$ cat src/logic/strap_config_defs.vh
// Strap decoder constants: field codes and power-on defaults.
// Assumes inclusion by the strap decoder files only.
`ifndef STRAP_CONFIG_DEFS_VH
`define STRAP_CONFIG_DEFS_VH
`define STRAP_WIDTH 15
// Strap vector bit positions
`define S_LINKUP 0
`define S_AN_LO 1
`define S_AN_HI 2
`define S_MG_LO 3
`define S_MG_HI 4
`define S_START 5
`define S_P6_SPD 6
`define S_P6_SUB 7
`define S_P6_LO 8
`define S_P6_HI 9
`define S_P7_SPD 10
`define S_P7_SUB 11
`define S_P7_LO 12
`define S_P7_HI 13
`define S_INBAND 14
// Reset value of captured straps: all documented defaults
`define STRAP_DEFAULT 15'h003F
// Strap pin output enables, active low: all floating, all driven
`define STRAP_OE_FLOAT 15'h7FFF
`define STRAP_OE_DRIVE 15'h0000
// Autoneg/test field codes
`define AN_RSVD 2'h0
`define AN_FORCE100 2'h1
`define AN_NAND 2'h2
`define AN_ENABLE 2'h3
// Management selection codes
`define MG_MDIO 2'h0
`define MG_I2C 2'h1
`define MG_SPI 2'h2
// MAC port interface codes
`define IF_RGMII 2'h0
`define IF_RMII 2'h1
`define IF_RSVD 2'h2
`define IF_MII 2'h3
`endif

$ cat src/logic/mac_port_decode.v
// One external MAC port strap decoder, registered outputs.
// Assumes straps are stable captured values.
`timescale 1ns/1ps
`include "strap_config_defs.vh"
module mac_port_decode (
  input wire sys_clk,
  input wire reset_n,
  input wire [1:0] if_sel,
  input wire submode,
  input wire speed,
  output reg [1:0] if_mode_q,
  output reg mii_mac_q,
  output reg refclk_out_en_q,
  output reg speed_100_q,
  output reg if_reserved_q
);
  always @(posedge sys_clk) begin
    if (!reset_n) begin
      if_mode_q <= `IF_RGMII;
      mii_mac_q <= 1'b0;
      refclk_out_en_q <= 1'b0;
      speed_100_q <= 1'b0;
      if_reserved_q <= 1'b0;
    end else begin
      if_mode_q <= if_sel;
      // Submode only matters for MII and RMII
      mii_mac_q <= (if_sel == `IF_MII) & submode;
      refclk_out_en_q <= (if_sel == `IF_RMII) & ~submode;
      speed_100_q <= speed;
      if_reserved_q <= (if_sel == `IF_RSVD);
    end
  end
endmodule

$ cat src/logic/strap_config_decoder.v
// Summary of operation
// - Strap pins float in reset, sampled at reset release, then driven.
// - Link-up strap 0 is fast link-up, 1 normal with crossover, autoneg set by its field.
// - Normal link-up autoneg field: reserved, forced 100 half, NAND test, on.
// - Fast link-up forces full duplex, autoneg and crossover off.
// - Fast link-up role strap: 0 slave with MDI-X, 1 master with MDI.
// - Fast link-up speed strap selects 1000BASE-T for both values.
// - Management field: 00 MDIO, 01 I2C, 1x SPI.
// - Startup strap 0 holds forwarding until software start bit is set.
// - First MAC port field: RGMII, RMII, reserved, MII.
// - First port submode: PHY or RMII clock out at 0, MAC or clock in at 1.
// - First port speed strap: 0 gigabit, 1 100 Mbps, board picks 100 on MII.
// - Second MAC port field: RGMII, RMII, reserved, MII.
// - Second port submode: PHY or RMII clock out at 0, MAC or clock in at 1.
// - Second port speed strap: 0 gigabit, 1 100 Mbps, board picks 100 on MII.
// - In-band management strap: 0 disabled, 1 enabled.
//
// Strap capture and switch configuration decoder, core clock domain.
// Assumes strap pins are stable around reset release; all inputs synchronous.
`timescale 1ns/1ps
`include "strap_config_defs.vh"
module strap_config_decoder (
  input wire sys_clk,
  input wire reset_n,
  input wire linkup_mode_strap,
  input wire autoneg_lo_or_role_strap,
  input wire autoneg_hi_or_speed_strap,
  input wire mgmt_sel_lo_strap,
  input wire mgmt_sel_hi_strap,
  input wire startup_forward_strap,
  input wire p6_speed_strap,
  input wire p6_submode_strap,
  input wire p6_if_lo_strap,
  input wire p6_if_hi_strap,
  input wire p7_speed_strap,
  input wire p7_submode_strap,
  input wire p7_if_lo_strap,
  input wire p7_if_hi_strap,
  input wire inband_mgmt_strap,
  input wire start_forward_bit,
  output reg [14:0] strap_pin_oe_n_q,
  output reg strap_valid_q,
  output reg fast_linkup_q,
  output reg autoneg_en_q,
  output reg auto_mdix_en_q,
  output reg full_duplex_q,
  output reg forced_100_q,
  output reg nand_tree_q,
  output reg autoneg_reserved_q,
  output reg gig_master_q,
  output reg mdix_q,
  output reg phy_speed_1000_q,
  output reg [1:0] mgmt_sel_q,
  output reg forward_en_q,
  output reg [1:0] p6_if_mode_q,
  output reg p6_mii_mac_q,
  output reg p6_refclk_out_en_q,
  output reg p6_speed_100_q,
  output reg p6_if_reserved_q,
  output reg [1:0] p7_if_mode_q,
  output reg p7_mii_mac_q,
  output reg p7_refclk_out_en_q,
  output reg p7_speed_100_q,
  output reg p7_if_reserved_q,
  output reg inband_access_q,
  output reg inband_i2c_conflict_q
);
  // ----------------------------------------------------------------
  // Strap capture
  // ----------------------------------------------------------------
  wire [`STRAP_WIDTH-1:0] strap_pins;
  reg [`STRAP_WIDTH-1:0] strap_q;
  reg captured_q;
  wire [1:0] an_field;
  wire [1:0] p6_if_w;
  wire [1:0] p7_if_w;
  wire p6_mac_w, p6_ref_w, p6_spd_w, p6_rsv_w;
  wire p7_mac_w, p7_ref_w, p7_spd_w, p7_rsv_w;

  assign strap_pins = {inband_mgmt_strap, p7_if_hi_strap, p7_if_lo_strap,
    p7_submode_strap, p7_speed_strap, p6_if_hi_strap, p6_if_lo_strap,
    p6_submode_strap, p6_speed_strap, startup_forward_strap,
    mgmt_sel_hi_strap, mgmt_sel_lo_strap, autoneg_hi_or_speed_strap,
    autoneg_lo_or_role_strap, linkup_mode_strap};

  // First clocked edge after release samples pins; later edges hold
  always @(posedge sys_clk) begin
    if (!reset_n) begin
      strap_q <= `STRAP_DEFAULT;
      captured_q <= 1'b0;
      strap_pin_oe_n_q <= `STRAP_OE_FLOAT;
    end else begin
      if (!captured_q) begin
        strap_q <= strap_pins;
      end
      captured_q <= 1'b1;
      // Pins turn to driven outputs once sampled
      strap_pin_oe_n_q <= captured_q ? `STRAP_OE_DRIVE :
        `STRAP_OE_FLOAT;
    end
  end

  // ----------------------------------------------------------------
  // PHY and switch-wide decode
  // ----------------------------------------------------------------
  assign an_field = {strap_q[`S_AN_HI], strap_q[`S_AN_LO]};

  always @(posedge sys_clk) begin
    if (!reset_n) begin
      strap_valid_q <= 1'b0;
      fast_linkup_q <= 1'b0;
      autoneg_en_q <= 1'b1;
      auto_mdix_en_q <= 1'b1;
      full_duplex_q <= 1'b1;
      forced_100_q <= 1'b0;
      nand_tree_q <= 1'b0;
      autoneg_reserved_q <= 1'b0;
      gig_master_q <= 1'b1;
      mdix_q <= 1'b0;
      phy_speed_1000_q <= 1'b1;
      mgmt_sel_q <= `MG_SPI;
      forward_en_q <= 1'b0;
      inband_access_q <= 1'b0;
      inband_i2c_conflict_q <= 1'b0;
    end else begin
      strap_valid_q <= captured_q;
      fast_linkup_q <= ~strap_q[`S_LINKUP];
      if (!strap_q[`S_LINKUP]) begin
        // Fast link-up ignores the autoneg field
        autoneg_en_q <= 1'b0;
        auto_mdix_en_q <= 1'b0;
        full_duplex_q <= 1'b1;
        forced_100_q <= 1'b0;
        nand_tree_q <= 1'b0;
        autoneg_reserved_q <= 1'b0;
        gig_master_q <= strap_q[`S_AN_LO];
        mdix_q <= ~strap_q[`S_AN_LO];
        // Both strap values give gigabit
        phy_speed_1000_q <= 1'b1;
      end else begin
        auto_mdix_en_q <= 1'b1;
        autoneg_en_q <= (an_field == `AN_ENABLE);
        forced_100_q <= (an_field == `AN_FORCE100);
        full_duplex_q <= (an_field != `AN_FORCE100);
        nand_tree_q <= (an_field == `AN_NAND);
        autoneg_reserved_q <= (an_field == `AN_RSVD);
        gig_master_q <= 1'b1;
        mdix_q <= 1'b0;
        phy_speed_1000_q <= (an_field != `AN_FORCE100);
      end
      if (strap_q[`S_MG_HI]) begin
        mgmt_sel_q <= `MG_SPI;
      end else begin
        mgmt_sel_q <= strap_q[`S_MG_LO] ? `MG_I2C : `MG_MDIO;
      end
      // Forwarding waits for software when startup strap is low
      forward_en_q <= captured_q &
        (strap_q[`S_START] | start_forward_bit);
      inband_access_q <= strap_q[`S_INBAND];
      inband_i2c_conflict_q <= strap_q[`S_INBAND] &
        ~strap_q[`S_MG_HI] & strap_q[`S_MG_LO];
    end
  end

  // ----------------------------------------------------------------
  // External MAC ports
  // ----------------------------------------------------------------
  mac_port_decode u_p6 (
    .sys_clk(sys_clk),
    .reset_n(reset_n),
    .if_sel({strap_q[`S_P6_HI], strap_q[`S_P6_LO]}),
    .submode(strap_q[`S_P6_SUB]),
    .speed(strap_q[`S_P6_SPD]),
    .if_mode_q(p6_if_w),
    .mii_mac_q(p6_mac_w),
    .refclk_out_en_q(p6_ref_w),
    .speed_100_q(p6_spd_w),
    .if_reserved_q(p6_rsv_w)
  );

  mac_port_decode u_p7 (
    .sys_clk(sys_clk),
    .reset_n(reset_n),
    .if_sel({strap_q[`S_P7_HI], strap_q[`S_P7_LO]}),
    .submode(strap_q[`S_P7_SUB]),
    .speed(strap_q[`S_P7_SPD]),
    .if_mode_q(p7_if_w),
    .mii_mac_q(p7_mac_w),
    .refclk_out_en_q(p7_ref_w),
    .speed_100_q(p7_spd_w),
    .if_reserved_q(p7_rsv_w)
  );

  // Output stage puts every MAC port output on a second flip-flop
  always @(posedge sys_clk) begin
    if (!reset_n) begin
      p6_if_mode_q <= `IF_RGMII;
      p6_mii_mac_q <= 1'b0;
      p6_refclk_out_en_q <= 1'b0;
      p6_speed_100_q <= 1'b0;
      p6_if_reserved_q <= 1'b0;
      p7_if_mode_q <= `IF_RGMII;
      p7_mii_mac_q <= 1'b0;
      p7_refclk_out_en_q <= 1'b0;
      p7_speed_100_q <= 1'b0;
      p7_if_reserved_q <= 1'b0;
    end else begin
      p6_if_mode_q <= p6_if_w;
      p6_mii_mac_q <= p6_mac_w;
      p6_refclk_out_en_q <= p6_ref_w;
      p6_speed_100_q <= p6_spd_w;
      p6_if_reserved_q <= p6_rsv_w;
      p7_if_mode_q <= p7_if_w;
      p7_mii_mac_q <= p7_mac_w;
      p7_refclk_out_en_q <= p7_ref_w;
      p7_speed_100_q <= p7_spd_w;
      p7_if_reserved_q <= p7_rsv_w;
    end
  end
endmodule

$ cat config.mk
export PLATFORM = sky130hd
export DESIGN_NAME = strap_config_decoder
export DESIGN_NICKNAME = d
export VERILOG_FILES = /design/src/logic/mac_port_decode.v /design/src/logic/strap_config_decoder.v
export VERILOG_INCLUDE_DIRS = /design/src /design/src/logic
export SDC_FILE = /design/constraint.sdc
export NUM_CORES = 1
export LEC_CHECK = 0
export CAP_MARGIN = 20
export CORE_MARGIN = 5
export CORE_UTILIZATION = 40
export CTS_CLUSTER_SIZE = 8
export DETAILED_ROUTE_END_ITERATION = 10
export DONT_BUFFER_PORTS = 1
export PLACE_DENSITY_LB_ADDON = 0.15
export SKIP_LAST_GASP = 1
export SLEW_MARGIN = 20
export SYNTH_ARGS = -nofsm -noshare
export SYNTH_HDL_FRONTEND = slang
export SYNTH_HIERARCHICAL = 1
export SYNTH_SLANG_ARGS = --single-unit
$ cat constraint.sdc
create_clock -name sys_clk -period 1 [get_ports sys_clk]
set_input_delay 0.2 -clock sys_clk [delete_from_list [all_inputs] [get_ports sys_clk]]
set_output_delay 0.2 -clock sys_clk [all_outputs]
set_load 0.03 [all_outputs]
# ---- After elaboration in Yosys (flattened, before gate mapping)
# Cells that the tools add are included.
dict set report classes {
  eq_ne 10
  n_mux 5
  bitwise 14
  n_reduce_logical 4
}
# op n
set ops {}
lappend ops {{15-bit two-way mux} 1}
lappend ops {{2-bit == test, second input constant} 6}
lappend ops {{1-bit bitwise AND} 7}
lappend ops {{2-bit by 1-bit == test with 1-bit output, second input constant} 3}
lappend ops {{1-bit NOT} 6}
lappend ops {{1-bit two-way mux} 4}
lappend ops {{2-bit OR reduction} 2}
lappend ops {{2-bit logical NOT} 1}
lappend ops {{2-bit by 1-bit inequality test with 1-bit output, second input constant} 1}
lappend ops {{2-bit AND reduction} 1}
lappend ops {{1-bit bitwise OR} 1}
dict set report totals {
  ff_bits 70
  output_inout_bits 43
}

# ---- Logic depth before layout (Yosys ltp)
# Gate-level depths: netlist of the first run.
dict set report depth {
  ltp_word 3
  ltp_mapped 4
  ltp_nobuf 3
}

# ---- Cells and area by module
# The synthesis of the first run kept the hierarchy.
# module instances cells_per_inst area_each_um2 seq_area_each_um2
set by_module_without_submodules {}
lappend by_module_without_submodules {strap_config_decoder 1 125 1452.6 880.8}
lappend by_module_without_submodules {mac_port_decode 2 12 173.9 120.1}

# ---- Least setup slack after synthesis of the first run
# OpenSTA, ideal clock, no wires.
dict set report synth_timing {
  kind {flip-flop to output port}
  from {register strap_pin_oe_n_q[13] (netlist name)}
  to {output port strap_pin_oe_n_q[10]}
  arrival_time_ns 0.956
  required_ns 0.800
  path_slack_ns -0.156
  stages_incl_launch_ff 2
  n_path_buf 1
  path_cell_list {dfxtp_1 buf_4}
}
# element line
set synth_rtl {}
lappend synth_rtl {{end: declaration} strap_config_decoder.v:41} ;# output reg [14:0] strap_pin_oe_n_q,

==> results of run 1 <==
[cells by family after synthesis]
logic type	count (synthesis)	synth area share [%]
DFF	56	62.3
and+or+nand+nor	55	19.8
buffers and inverters	23	9.59
muxes	15	8.34
[sequential cells by signal (all words and copies together) (netlist names), 2 cells and up]
register	cells
strap_q	15
mgmt_sel_q	2
p6_if_mode_q	2
p7_if_mode_q	2
u_p6/if_mode_q	2
u_p7/if_mode_q	2
[cell type report]
class                      instances  area [sq um]  share of cell area (%)
sequential                        56          1160                    58.9
multi-input combinational         70           507                    25.7
timing repair buffer              10           138                    6.98
clock buffer                       8          90.1                    4.57
tap                               52          65.1                    3.30
inverter                           3          11.3                   0.571
[cells in the mapped netlist (all sizes together) (2+ instances only)]
master | count | share of area, %
dfxtp | 56 | 62
inv | 3 | 0.63
and3b | 3 | 1.6
and4 | 2 | 0.97
and4bb | 2 | 1.4
nand2b | 3 | 1.0
buf | 19 | 8.7
nor2b | 9 | 3.1
nand2 | 9 | 1.9
and2 | 20 | 7.4
mux2i | 15 | 8.3
nor2 | 3 | 0.63
[final timing paths]
check                           slack [ps]  cells after the start                  end            startpoint
worst max-delay path                  -240                      1  strap_pin_oe_n_q[8]  strap_pin_oe_n_q[13]
worst max register to register         110                      3           strap_q[4]            captured_q
worst min-delay path                    20                      1   p6_refclk_out_en_q               reset_n
worst min register to register         440                      1     p7_if_reserved_q    u_p7/if_reserved_q
[power by group through the flow]
stage / logic (mW) / registers [mW] / clock network (mW)
floorplan: 0.244 / 2.47 / 0
global placement: 0.225 / 2.48 / 0
detailed placement: 0.231 / 2.48 / 0
CTS: 0.254 / 2.44 / 1.25
global route: 0.278 / 2.45 / 1.36
finish: 0.257 / 2.43 / 1.20
[repair_timing]
item | 4_1_cts | 5_1_grt
hold buffers | 1 | 2
resized for setup | 33 | 2
endpoints found under the hold margin | 11 | 2
gates cloned | 0 | 0
buffers inserted | 1 | 0
endpoints found under the setup margin | 43 | 27
[through the flow]
step	cells	hold WS [ps]	worst slack [ps]	utilization, %	instance area (sq um)
floorplan	149	228	65.5	-	1800
global placement	187	232	72.0	40.8	1780
detailed placement	187	231	31.7	40.8	1780
CTS	197	7.80	-260	44.7	1950
global route	199	0.0198	-308	45.3	1970
finish	199	19.6	-242	45.3	1970
[per-layer routing]
layer  up-vias  global-route usage (%)  wire (um)
li1        449                       -          -
met1       417                    9.62       1050
met2        44                    14.3       1270
met3         5                    5.97        302
met4         0                    4.64         49
met5         -                       0          0
==> results.json, run 1 <==
{
  "routabilityCongestion": 0.612,
  "die_area_sq_mm": 0.00594,
  "hpwlAfterDp_um": 1810,
  "seq_power_share_pct": 62.6,
  "final_common_cell": "dfxtp_2",
  "min_path_type": "primary input to register",
  "ctsRootBufferMaster": "clkbuf_8",
  "crit_arrival_ps": 1040,
  "syn-cell-area_sq_mm": 0.00180,
  "synth_edf_count": 0,
  "crit_fanout": 13,
  "syn-num-nets": 167,
  "clkTransAtPathRegs_ps": 90,
  "finalNetCount": 164,
  "cts.sinks": 56,
  "antenna_found_initial": 0,
  "cts_tree": "done",
  "p_comb_share_pct": 6.6,
  "port_buffers": 0,
  "htreeDepth": 2,
  "syn2layout_area_growth_pct": 9.45,
  "path_class": "register to output pin",
  "synthArstFlopShare_pct": 0,
  "avgViaCountPerCell": 4.60,
  "p_per_area_mw_per_mm2": 1970,
  "ir_drop_mv": 0.835,
  "drtIter0Drc": 19,
  "p_leak_nw": 0.856,
  "dieWidth_um": 77.1,
  "grt_pass1_vias": 858,
  "setup-violations-final": 15,
  "gr-usage-all-layers_pct": 9.23,
  "max_freq_mhz": 805,
  "postSynthCellCount": 149,
  "n_antenna_cell": 0,
  "total_power_mw": 3.89,
  "numCtsBuffers": 5,
  "slowest_delay_ps": 380,
  "ios": 61,
  "period_share_pct": 124,
  "drtAntennaViolNets": 0,
  "ys_types": 23,
  "worst-path-buf-inv": 1,
  "yosysSeqAreaShare_pct": 62.3,
  "drtPass1Iterations": 4,
  "tightest_slew_ps": 425,
  "finalClockSkew_ps": 6.16,
  "setup_ws_ps": -242,
  "core_sq_mm": 0.00435,
  "grt-ovfl-total": 0,
  "cp_cell_sequence": "buf_16",
  "cp_slowest_cell": "dfxtp_4",
  "final_layout_size_suffix_gt1_share_pct": 35.4,
  "route.vias.total": 915,
  "grt_pass1_wl_um": 4130,
  "cts_max_path_buffers": 2,
  "avgRoutedWirePerCell_um": 13.4,
  "p_switching_mw": 0.882,
  "outcome": "complete, but fails checks",
  "yosysWarnings": 6,
  "clk-insertion-delay-late_ps": 300,
  "slew_viol_final": 0,
  "required_ps": 800,
  "maxSlewHeadroom_pct": 71.7,
  "end_kind": "output pin",
  "crit_family": "flip-flops",
  "syn_area_per_cell_sq_um": 12.1,
  "die_h_um": 77.1,
  "wl_um": 2670,
  "p_clk_share_pct": 30.8,
  "maxCapViolCount": 0,
  "synth-seq-cells": 56,
  "p_int_mw": 3.01,
  "rows": 24,
  "fin_tns_setup_ps": -3420,
  "startpoint_type": "register",
  "nFillCells": 429,
  "hold_violations": 0,
  "start_util_pct": 41.4,
  "sw_frac_of_total_pct": 22.7,
  "synthFlopType": "dfxtp_1",
  "grt_max_degree": 39,
  "rsz0062_at_grt": "true",
  "final_cell_mix": "28 x dfxtp_2, 27 x dfxtp_1, 15 x mux2i_1, 14 x and2_1",
  "drc": 0,
  "fin_crit_ps": 1240,
  "violations": "negative setup slack"
}
Note: power is estimated with default switching activity, not from simulation.
==> inputs of run 2 (changes only) <==
--- a/config.mk
+++ b/config.mk
@@ -7,13 +7,13 @@
 export NUM_CORES = 1
 export LEC_CHECK = 0
 export CAP_MARGIN = 20
+export CORE_ASPECT_RATIO = 1.1
 export CORE_MARGIN = 5
 export CORE_UTILIZATION = 40
 export CTS_CLUSTER_SIZE = 8
 export DETAILED_ROUTE_END_ITERATION = 10
 export DONT_BUFFER_PORTS = 1
 export PLACE_DENSITY_LB_ADDON = 0.15
-export SKIP_LAST_GASP = 1
 export SLEW_MARGIN = 20
 export SYNTH_ARGS = -nofsm -noshare
 export SYNTH_HDL_FRONTEND = slang
==> run 2 against run 1 <==
The flow still finishes with violations (negative setup slack). Power is 3.5% lower. Final cell count decreased by 1.5%. Wire length about the same. Clock-buffer cell count is 2 lower. First-iteration DRC count grew to 3.5 times the previous value. Fmax is 0.67% higher. Global-route usage is 0.51 points higher. Clock skew shrank 3.3 ps. Largest power group unchanged.
==> results.json, run 2 (synthesis results as in run 1) <==
{
  "outcome": "complete, but fails checks",
  "violations": "negative setup slack",
  "drtIter0Drc": 67,
  "syn2layout_area_growth_pct": 6.88,
  "wl_um": 2670,
  "worst-path-buf-inv": 1,
  "grt-ovfl-total": 0,
  "rows": 25,
  "grt_pass1_vias": 863,
  "fin_util_pct": 44.6,
  "cts_tree": "done",
  "period_share_pct": 123,
  "die_h_um": 80.4,
  "path_class": "register to output pin",
  "final_common_cell": "dfxtp_1",
  "max_freq_mhz": 811,
  "setup-violations-final": 15,
  "cts_max_path_buffers": 2,
  "ir_drop_mv": 0.863,
  "port_buffers": 0,
  "n_antenna_cell": 0,
  "tightest_slew_ps": 364,
  "maxCapViolCount": 0,
  "crit_arrival_ps": 1030,
  "ios": 61,
  "hpwlAfterDp_um": 1790,
  "cp_slowest_cell": "dfxtp_4",
  "drc": 0,
  "gr-usage-all-layers_pct": 9.74,
  "ctsRootBufferMaster": "clkbuf_8",
  "avgViaCountPerCell": 4.55,
  "route.vias.total": 891,
  "final_area_sq_mm": 0.00192,
  "avgRoutedWirePerCell_um": 13.6,
  "startpoint_type": "register",
  "final_cell_mix": "28 x dfxtp_1, 27 x dfxtp_2, 15 x mux2i_1, 14 x and2_1",
  "fin_crit_ps": 1230,
  "final_layout_size_suffix_gt1_share_pct": 34.5,
  "grt_max_degree": 41,
  "finalNetCount": 161,
  "largest_reg_flops": 15,
  "hold_start": "reset_n",
  "drtPass1Iterations": 3,
  "dieWidth_um": 74.0,
  "cp_cell_sequence": "buf_16",
  "crit_fanout": 13,
  "place_ws_ps": 70.7,
  "nFillCells": 421,
  "slowest_delay_ps": 370,
  "hold_violations": 0,
  "core_sq_mm": 0.00432,
  "fin_tns_setup_ps": -3300,
  "p_per_area_mw_per_mm2": 1950,
  "routabilityCongestion": 0.686,
  "clk-insertion-delay-late_ps": 290,
  "end_kind": "output pin",
  "htreeDepth": 2,
  "slew_viol_final": 0,
  "cts.sinks": 56,
  "maxSlewHeadroom_pct": 75.6,
  "drtAntennaViolNets": 0,
  "numCtsBuffers": 5,
  "grt_pass1_wl_um": 4170,
  "total_power_mw": 3.75,
  "finalClockSkew_ps": 2.86,
  "reg2reg_from": "captured_q",
  "start_util_pct": 41.7,
  "setup_ws_ps": -234,
  "required_ps": 800,
  "rsz0062_at_grt": "true",
  "die_area_sq_mm": 0.00594,
  "clkTransAtPathRegs_ps": 80,
  "antenna_found_initial": 0,
  "startpoint": "strap_pin_oe_n_q[13]",
  "crit_family": "flip-flops",
  "top_register": "strap_q",
  "p_leak_nw": 0.826,
  "place_area_sq_mm": 0.00177,
  "min_path_type": "primary input to register"
}
[run 2: area by class of cell]
cell class	instances	area, sq um	share of cell area, %
tap	54	67.6	3.51
sequential	56	1160	60.2
multi-input combinational	70	507	26.3
timing repair buffer	7	108	5.59
clock buffer	6	72.6	3.77
inverter	3	11.3	0.585
[run 2: repair_timing]
action                                  CTS  global route
gates resized for setup                  30             3
hold endpoints to repair                  9             0
endpoints found under the setup margin   41            19
cloned                                    0             0
setup buffers                             1             0
hold buffers                              1             0
[run 2: metal layers]
layer | global-route usage [%] | wire length, um | part of all wire, % | vias to the layer above
li1 | - | - | - | 447
met1 | 9.74 | 989 | 37 | 413
met2 | 16.0 | 1420 | 53 | 27
met3 | 5.26 | 202 | 7.6 | 4
met4 | 5.25 | 56 | 2.1 | 0
met5 | 0 | 0 | 0 | -
[run 2: path summary, 6_finish.rpt]
| check | end | slack (ps) | depth (start not counted) |
|---|---|---|---|
| worst min register to register | p7_if_mode_q[0] | 440 | 1 |
| worst max register to register | strap_q[3] | 80 | 3 |
| worst max-delay path | strap_pin_oe_n_q[8] | -230 | 1 |
| worst min-delay path | phy_speed_1000_q | 20 | 1 |
[run 2: report_power, final]
group | internal, mW | total (mW) | switching [mW] | leakage [nW]
Combinational | 0.110 | 0.246 | 0.136 | 0.322
Sequential | 2.32 | 2.43 | 0.109 | 0.467
Clock | 0.468 | 1.07 | 0.606 | 0.0371
[run 2: through the flow]
| stage | instances | hold slack (ps) |
|---|---|---|
| 5_1_grt | 196 | 2.00 |
| 2_1_floorplan | 149 | 228 |
| 6_report | 196 | 23.3 |
| 3_5_place_dp | 188 | 231 |
| 4_1_cts | 196 | 7.96 |
| 3_3_place_gp | 188 | 231 |
